**src/verilog/pioc_regs.svh**
```systemverilog
// Offsets, field positions, reset values and timing counts of the I/O cell.
// Assumes a 20 MHz system clock and AHB-Lite word accesses.
`ifndef PIOC_REGS_SVH
`define PIOC_REGS_SVH

// ==========================================================
// Register map
`define PIOC_CFG_OFS 8'h00
`define PIOC_STAT_OFS 8'h04
`define PIOC_CFG_W 6
`define PIOC_CFG_RST 6'h00
`define PIOC_CFG_BYP 0
`define PIOC_CFG_FDLY 1
`define PIOC_CFG_DDLY 2
`define PIOC_CFG_IN_DDR 3
`define PIOC_CFG_OUT_DDR 4
`define PIOC_CFG_STRB 5

// ==========================================================
// Timing
`define PIOC_CLK_NS 50
`define PIOC_FIXED_DLY_NS 100
`define PIOC_FIXED_DLY_CYC ((`PIOC_FIXED_DLY_NS + `PIOC_CLK_NS - 1) / `PIOC_CLK_NS)

`endif
```
**src/verilog/pioc_pkg.sv**
```systemverilog
// Types shared by the I/O cell.
// Assumes pioc_regs.svh carries all numeric constants.
package pioc_pkg;
    typedef enum logic [2:0] {
        PIOC_IN_SDR = 3'b001,
        PIOC_IN_DDR = 3'b010,
        PIOC_IN_BYP = 3'b100
    } pioc_in_mode_t;
endpackage

```
**src/verilog/pioc_cell.sv**
```systemverilog
// Register logic of one programmable I/O cell with an AHB-Lite config port.
// Assumes pad and core signals are synchronous to clk; one slave on the bus.
`timescale 1ns/100ps
`include "pioc_regs.svh"

module pioc_cell #(
    parameter bit BOTTOM_EDGE = 1'b1,
    parameter bit RIGHT_EDGE = 1'b1,
    parameter int TAP_W = 5
) (
    // Clock and resets
    input wire logic clk,
    input wire logic nrst,
    input wire logic ce,
    input wire logic lsr,
    // Pad side
    input wire logic pad_in,
    output logic pad_out,
    output logic pad_tristate,
    // Core side
    output logic bypass_input,
    output logic bypass_clock_out,
    output logic rise_capture_out,
    output logic fall_capture_out,
    input wire logic core_out_primary,
    input wire logic core_out_secondary,
    input wire logic core_tristate,
    input wire logic [TAP_W-1:0] variable_tap_select,
    // Memory strobes
    input wire logic strobe_read_shift,
    input wire logic strobe_write_shift,
    input wire logic capture_phase_polarity,
    // AHB-Lite slave
    input wire logic hsel,
    input wire logic [31:0] haddr,
    input wire logic [1:0] htrans,
    input wire logic hwrite,
    input wire logic [2:0] hsize,
    input wire logic [31:0] hwdata,
    input wire logic hready,
    output logic hreadyout,
    output logic hresp,
    output logic [31:0] hrdata
);

    localparam int DEPTH = 1 << TAP_W;

    // ==========================================================
    // Functions
    function automatic pioc_pkg::pioc_in_mode_t in_mode_of(
        input logic [`PIOC_CFG_W-1:0] c
    );
        if (c[`PIOC_CFG_BYP]) begin
            return pioc_pkg::PIOC_IN_BYP;
        end else if (c[`PIOC_CFG_IN_DDR]) begin
            return pioc_pkg::PIOC_IN_DDR;
        end
        return pioc_pkg::PIOC_IN_SDR;
    endfunction

    function automatic logic is_cfg(input logic [7:0] a);
        return a == `PIOC_CFG_OFS;
    endfunction

    // ==========================================================
    // Signals
    logic [`PIOC_CFG_W-1:0] cfg_reg;
    logic [`PIOC_CFG_W-1:0] cfg_view;
    logic [DEPTH-1:0] dly_line_reg;
    logic wr_pend_reg;
    logic [7:0] wr_addr_reg;
    logic [31:0] hrdata_reg;
    logic [31:0] rd_val;
    logic hreadyout_reg;
    logic rise_out_reg;
    logic fall_out_reg;
    logic rise_next;
    logic fall_next;
    logic fall_neg_reg;
    logic out_p_reg;
    logic out_s_reg;
    logic tri_reg;
    logic cap_src;
    logic strobe_mode;
    logic swap;
    logic cap_en;
    logic out_en;
    logic ahb_go;
    pioc_pkg::pioc_in_mode_t in_mode;

    // ==========================================================
    // Bus slave
    assign ahb_go = hsel && htrans[1] && hready;

    always_ff @(posedge clk or negedge nrst) begin
        if (!nrst) begin
            wr_pend_reg <= 1'b0;
            wr_addr_reg <= 8'h00;
        end else if (ahb_go) begin
            wr_pend_reg <= hwrite;
            wr_addr_reg <= haddr[7:0];
        end else begin
            wr_pend_reg <= 1'b0;
        end
    end

    always_ff @(posedge clk or negedge nrst) begin
        if (!nrst) begin
            cfg_reg <= `PIOC_CFG_RST;
        end else if (wr_pend_reg && is_cfg(wr_addr_reg)) begin
            cfg_reg <= hwdata[`PIOC_CFG_W-1:0];
        end
    end

    // Forward a write still in its data phase so a back-to-back read is fresh
    always_comb begin
        cfg_view = cfg_reg;
        if (wr_pend_reg && is_cfg(wr_addr_reg)) begin
            cfg_view = hwdata[`PIOC_CFG_W-1:0];
        end
    end

    always_comb begin
        rd_val = 32'h0000_0000;
        if (is_cfg(haddr[7:0])) begin
            rd_val[`PIOC_CFG_W-1:0] = cfg_view;
        end else if (haddr[7:0] == `PIOC_STAT_OFS) begin
            rd_val[0] = rise_out_reg;
            rd_val[1] = fall_out_reg;
            rd_val[2] = tri_reg;
            rd_val[3] = out_p_reg;
            rd_val[8 +: TAP_W] = variable_tap_select;
        end
    end

    always_ff @(posedge clk or negedge nrst) begin
        if (!nrst) begin
            hrdata_reg <= 32'h0000_0000;
            hreadyout_reg <= 1'b0;
        end else begin
            hrdata_reg <= (ahb_go && !hwrite) ? rd_val : 32'h0000_0000;
            hreadyout_reg <= 1'b1;
        end
    end

    assign hrdata = hrdata_reg;
    assign hreadyout = hreadyout_reg;
    assign hresp = 1'b0;

    // ==========================================================
    // Input section
    assign in_mode = in_mode_of(cfg_reg);
    assign strobe_mode = RIGHT_EDGE && cfg_reg[`PIOC_CFG_STRB];
    assign swap = strobe_mode && capture_phase_polarity;
    assign cap_en = ce && !lsr && (!strobe_mode || strobe_read_shift)
        && (in_mode != pioc_pkg::PIOC_IN_BYP);

    // Straight through, no register on purpose
    assign bypass_input = pad_in;
    assign bypass_clock_out = pad_in;

    // Delay modelled as a sampled line; resolution is one system clock
    always_ff @(posedge clk or negedge nrst) begin
        if (!nrst) begin
            dly_line_reg <= '0;
        end else begin
            dly_line_reg <= {dly_line_reg[DEPTH-2:0], pad_in};
        end
    end

    always_comb begin
        cap_src = pad_in;
        if (cfg_reg[`PIOC_CFG_FDLY]) begin
            cap_src = dly_line_reg[`PIOC_FIXED_DLY_CYC-1];
        end else if (BOTTOM_EDGE && cfg_reg[`PIOC_CFG_DDLY]) begin
            cap_src = dly_line_reg[variable_tap_select];
        end
    end

    always_ff @(negedge clk or negedge nrst) begin
        if (!nrst) begin
            fall_neg_reg <= 1'b0;
        end else if (lsr) begin
            fall_neg_reg <= 1'b0;
        end else if (cap_en) begin
            fall_neg_reg <= cap_src;
        end
    end

    // Falling sample is retimed to the rising edge so outputs share one edge
    always_comb begin
        rise_next = rise_out_reg;
        fall_next = fall_out_reg;
        unique case (in_mode)
            pioc_pkg::PIOC_IN_SDR: begin
                fall_next = cap_src;
            end
            pioc_pkg::PIOC_IN_DDR: begin
                rise_next = swap ? fall_neg_reg : cap_src;
                fall_next = swap ? cap_src : fall_neg_reg;
            end
            pioc_pkg::PIOC_IN_BYP: begin
            end
        endcase
    end

    always_ff @(posedge clk or negedge nrst) begin
        if (!nrst) begin
            rise_out_reg <= 1'b0;
            fall_out_reg <= 1'b0;
        end else if (lsr) begin
            rise_out_reg <= 1'b0;
            fall_out_reg <= 1'b0;
        end else if (cap_en) begin
            rise_out_reg <= rise_next;
            fall_out_reg <= fall_next;
        end
    end

    assign rise_capture_out = rise_out_reg;
    assign fall_capture_out = fall_out_reg;

    // ==========================================================
    // Output and tri-state sections
    assign out_en = ce && !lsr && (!strobe_mode || strobe_write_shift);

    always_ff @(posedge clk or negedge nrst) begin
        if (!nrst) begin
            out_p_reg <= 1'b0;
            out_s_reg <= 1'b0;
        end else if (lsr) begin
            out_p_reg <= 1'b0;
            out_s_reg <= 1'b0;
        end else if (out_en) begin
            out_p_reg <= core_out_primary;
            out_s_reg <= core_out_secondary;
        end
    end

    always_ff @(posedge clk or negedge nrst) begin
        if (!nrst) begin
            tri_reg <= 1'b0;
        end else if (lsr) begin
            tri_reg <= 1'b0;
        end else if (ce) begin
            tri_reg <= core_tristate;
        end
    end

    assign pad_tristate = tri_reg;
    // High half primary, low half secondary
    assign pad_out = (cfg_reg[`PIOC_CFG_OUT_DDR] && !clk) ? out_s_reg : out_p_reg;

    logic no_dly;
    assign no_dly = !cfg_reg[`PIOC_CFG_FDLY] && !cfg_reg[`PIOC_CFG_DDLY];

    // Attempts begun on the release edge would see flops still held in reset
    logic armed_reg;
    always_ff @(posedge clk or negedge nrst) begin
        if (!nrst) begin
            armed_reg <= 1'b0;
        end else begin
            armed_reg <= 1'b1;
        end
    end
endmodule

```
**config.mk**
```make
export PLATFORM = sky130hd
export DESIGN_NAME = pioc_cell
export DESIGN_NICKNAME = d
export VERILOG_FILES = /design/src/verilog/pioc_pkg.sv /design/src/verilog/pioc_cell.sv
export VERILOG_INCLUDE_DIRS = /design/src /design/src/verilog
export SDC_FILE = /design/constraint.sdc
export NUM_CORES = 1
export LEC_CHECK = 0
export BUFFER_PORTS_ARGS = -buffer_cell sky130_fd_sc_hd__buf_2
export CAP_MARGIN = 30
export CORE_UTILIZATION = 42
export CTS_CLUSTER_SIZE = 40
export DETAILED_ROUTE_END_ITERATION = 8
export PLACE_DENSITY = 0.84
export SETUP_SLACK_MARGIN = 0.15
export SLEW_MARGIN = 20
export SYNTH_ARGS = -nofsm -noshare
export SYNTH_HDL_FRONTEND = slang
export SYNTH_SLANG_ARGS = --single-unit
```
**constraint.sdc**
```tcl
create_clock -name clk -period 1.6 [get_ports clk]
set_input_delay 0.16 -clock clk [delete_from_list [all_inputs] [get_ports clk]]
set_output_delay 0.16 -clock clk [all_outputs]
set_load 0.01 [all_outputs]
```
### Word level (Yosys, flattened, before mapping)

Index checks and enable logic that the tools add are counted.

| cells by class | value |
|---|---|
| reduce and logical (&&, ||, !) cells | 25 |
| eq/ne operators | 4 |
| mux-type cells | 34 |
| magnitude comparators | 1 |

Operators with widths:

| kind | number |
|---|---|
| 2-to-1 mux 1 bit | 22 |
| logical NOT 8 bit | 2 |
| 2-to-1 mux 13 bit | 1 |
| logical AND 1 bit | 10 |
| 2-to-1 mux 5 bit | 2 |
| 2-to-1 mux 3 bit | 3 |
| == test 8 x 3 -> 1 bit (second input constant) | 1 |
| 2-to-1 mux 4 bit | 2 |
| nonzero test 2 bit | 4 |
| less-than comparator 5 x 6 -> 1 bit (second input constant) | 1 |
| 2-to-1 mux 6 bit | 1 |
| binary-select mux 1 bit (select 5 bit) | 1 |
| logical NOT 1 bit | 4 |
| AND reduction 2 bit | 2 |
| == test 3 x 1 -> 1 bit (second input constant) | 1 |
| == test 3 x 2 -> 1 bit (second input constant) | 1 |
| inequality test 3 bit (second input constant) | 1 |
| nonzero test 3 bit | 1 |
| logical OR 1 bit | 2 |
| 2-to-1 mux 2 bit | 1 |
| case mux 1 bit (2 select lines) | 1 |

| storage, ports and cells | value |
|---|---|
| output and inout port bits | 40 |
| input port bits | 88 |
| register bits | 67 |
| word-level logic and storage cells | 76 |

### Longest topological paths before layout

| depth | value |
|---|---|
| depth in word-level cells | 8 |
| gate-level depth with buffers | 7 |

==> flow_summary.json <==
{
  "status": "complete, but fails checks",
  "violations": "setup timing",
  "routed_wl_um": 5840,
  "start_util": 0.433,
  "cp.arrival_ps": 2030,
  "diodes": 0,
  "syn_inst": 209,
  "multi_input_area_um2": 1020,
  "register_area_um2": 1630,
  "drt_iter0_drc": 134,
  "cp-start-kind": "flip-flop",
  "die_h_um": 82.7,
  "path_cells": "mux2i_1 > mux4_2 > a221oi_4 > o211ai_2 > a211oi_2",
  "clk_latency_ps": 440,
  "critical_path_peak_fanout": 2,
  "hold_viol": 0,
  "cts_tree": "built",
  "die-area_um2": 6830,
  "antenna_found_initial": 0,
  "overflow": 0,
  "rsz0062_at_grt": "true",
  "power.total_w": 0.00372,
  "relSlewSlack": 0.488,
  "vias": 1914,
  "area_growth_syn_to_layout_pct": 35.1,
  "yosysSeqAreaShare": 0.595,
  "n_fill_cell": 492,
  "ys_types": 35,
  "power_density_nw_per_um2": 1010,
  "grt_pass1_wl_um": 8800,
  "ys_seq_elements": 65,
  "rrSetupSlack_ps": -780,
  "hp-start": "variable_tap_select[4]",
  "drtAntennaViolNets": 0,
  "path_buf_inv": 0,
  "synth-edff-count": 0,
  "avgSynthCellArea_um2": 13.1,
  "syn_area_um2": 2730,
  "critPathMaxStageDelay_ps": 500,
  "core.rowCount": 29,
  "track_usage": 0.187,
  "timing.rr.end": "fall_neg_reg$_DFFE_NN0P_",
  "slowest_stage": "mux4_2",
  "finalClockSkew_ps": 9.34,
  "routedWlPerCell_um": 14.7,
  "place_hpwl_um": 3570,
  "leakagePower_nw": 1.86,
  "critPathKind": "reg2reg",
  "critPathRequiredTime_ps": 1250,
  "largest_reg_flops": 32,
  "grt_pass1_vias": 1865,
  "peakVddDrop_uv": 520,
  "hold_path_class": "in2reg",
  "hold_end": "hrdata[12]$_DFF_PN0_",
  "drive_above_1_share": 0.403,
  "core_area_um2": 6310,
  "port_buffers": 51,
  "final_util": 0.585,
  "gp_routability_congestion": 0.772,
  "r2r-start": "dly_line_reg[17]$_DFF_PN0_",
  "async_reset_ff_frac": 1.00,
  "yosysWarnings": 0,
  "clk_pin_slew_ps": 60,
  "viasPerCell": 4.82,
  "slew_violations": 0,
  "die_w_um": 82.7,
  "fin_nets": 406,
  "r2r_cells": 5,
  "dr.pass1.iters": 4,
  "cap_violations": 0,
  "finalSetupTns_ps": -1290,
  "yosys_most_used_dff": "dfrtp_1",
  "dpl_worst_slack_ps": -926,
  "layout_setup_ws_ps": -775,
  "finalSetupViolCount": 5,
  "crit_family": "compound AO/OA/AOI/OAI gates",
  "io_pins": 128,
  "route.detailed.drc": 0,
  "grt_max_degree": 65,
  "tightest_slew_ps": 769,
  "endpoint_kind": "flip-flop",
  "holdPathStages": 2
}
[per-stage QoR]
stage	area (um2)	hold WS (ps)	cells
final	3690	19.6	397
after global routing	3690	34.6	397
after CTS	3630	4.15	393
after detailed placement	3110	361	351
after global placement	3110	355	351
after floorplan	2820	-136	230
[worst register-to-register path, stage by stage (launching register included)]
cell and delay (ps):
dfrtp_1 360, mux2i_1 80, mux4_2 500, a221oi_4 300, o211ai_2 160, a211oi_2 190
[how the worst max path moves through the flow]
stage | slack, ps | depth (start not counted) | start | to
floorplan | -750 | 7 | variable_tap_select[0] | fall_neg_reg$_DFFE_NN0P_
global placement | -880 | 6 | variable_tap_select[0] | fall_neg_reg$_DFFE_NN0P_
detailed placement | -930 | 6 | variable_tap_select[0] | fall_neg_reg$_DFFE_NN0P_
CTS | -740 | 5 | dly_line_reg[22]$_DFF_PN0_ | fall_neg_reg$_DFFE_NN0P_
global route | -870 | 5 | dly_line_reg[23]$_DFF_PN0_ | fall_neg_reg$_DFFE_NN0P_
finish | -780 | 5 | dly_line_reg[17]$_DFF_PN0_ | fall_neg_reg$_DFFE_NN0P_
[logic make-up after synthesis]
kind of cell	after synthesis	share of synthesized area
AO/OA/AOI/OAI	22	0.0614
buffers and inverters	38	0.0966
flip-flops	65	0.595
multiplexers	35	0.156
other	2	0.00275
AND/OR/NAND/NOR	47	0.0879
[layout make-up]
cell class                      count  share of cell area
Inverter                            9             0.00915
Clock inverter                      1             0.00136
Multi-Input combinational cell    127               0.276
Sequential cell                    65               0.441
Clock buffer                       16              0.0542
Timing Repair Buffer              102               0.193
Tap cell                           77              0.0261
[cells in the mapped netlist, types with 2 or more instances]
cell	instances	area share
dfrtp_1	64	0.59
nor3_1	6	0.011
nor2_1	13	0.018
mux2i_1	16	0.059
nand3_1	2	0.0037
buf_4	26	0.071
inv_1	9	0.012
and3_1	2	0.0046
conb_1	2	0.0027
o21ai_0	3	0.0055
mux2_2	15	0.062
and2_1	4	0.0092
nor2b_1	4	0.0092
nor4_1	2	0.0046
a21oi_1	9	0.016
a41oi_1	2	0.0064
mux4_2	2	0.016
nand2_1	10	0.014
mux4_1	2	0.019
[routing by layer]
layer,GRT usage,part of all wire,up-vias
met5,0,0,-
met4,0.122,0.027,0
met3,0.0681,0.052,18
met2,0.274,0.49,63
met1,0.233,0.43,937
li1,-,-,896
[cell usage in the layout, fill, tap and decap left out, types with 4 or more instances in the layout]
cell type       n
a21oi_1         7
and2_1          4
buf_2          50
buf_4          26
buf_6           6
clkbuf_8       11
conb_1         23
dfrtp_1        64
dlygate4sd3_1  21
inv_1           9
mux2_2          8
mux2_4          7
mux2i_1        16
nand2_1        10
nor2_1         13
[power by group]
part	internal, W	switching [W]	total (W)
combinational	0.000264	0.000229	0.000492
sequential	0.00175	0.0000647	0.00182
clock	0.000796	0.000613	0.00141
[repair_timing]
item / 4_1_cts / 5_1_grt
hold endpoints to repair: 82 / 0
pin swaps: 7 / 3
endpoints found under the setup margin: 11 / 16
setup buffers: 5 / 4
hold buffers: 21 / 0
gates resized for setup: 19 / 9
Power figures use the tool's default switching activity.
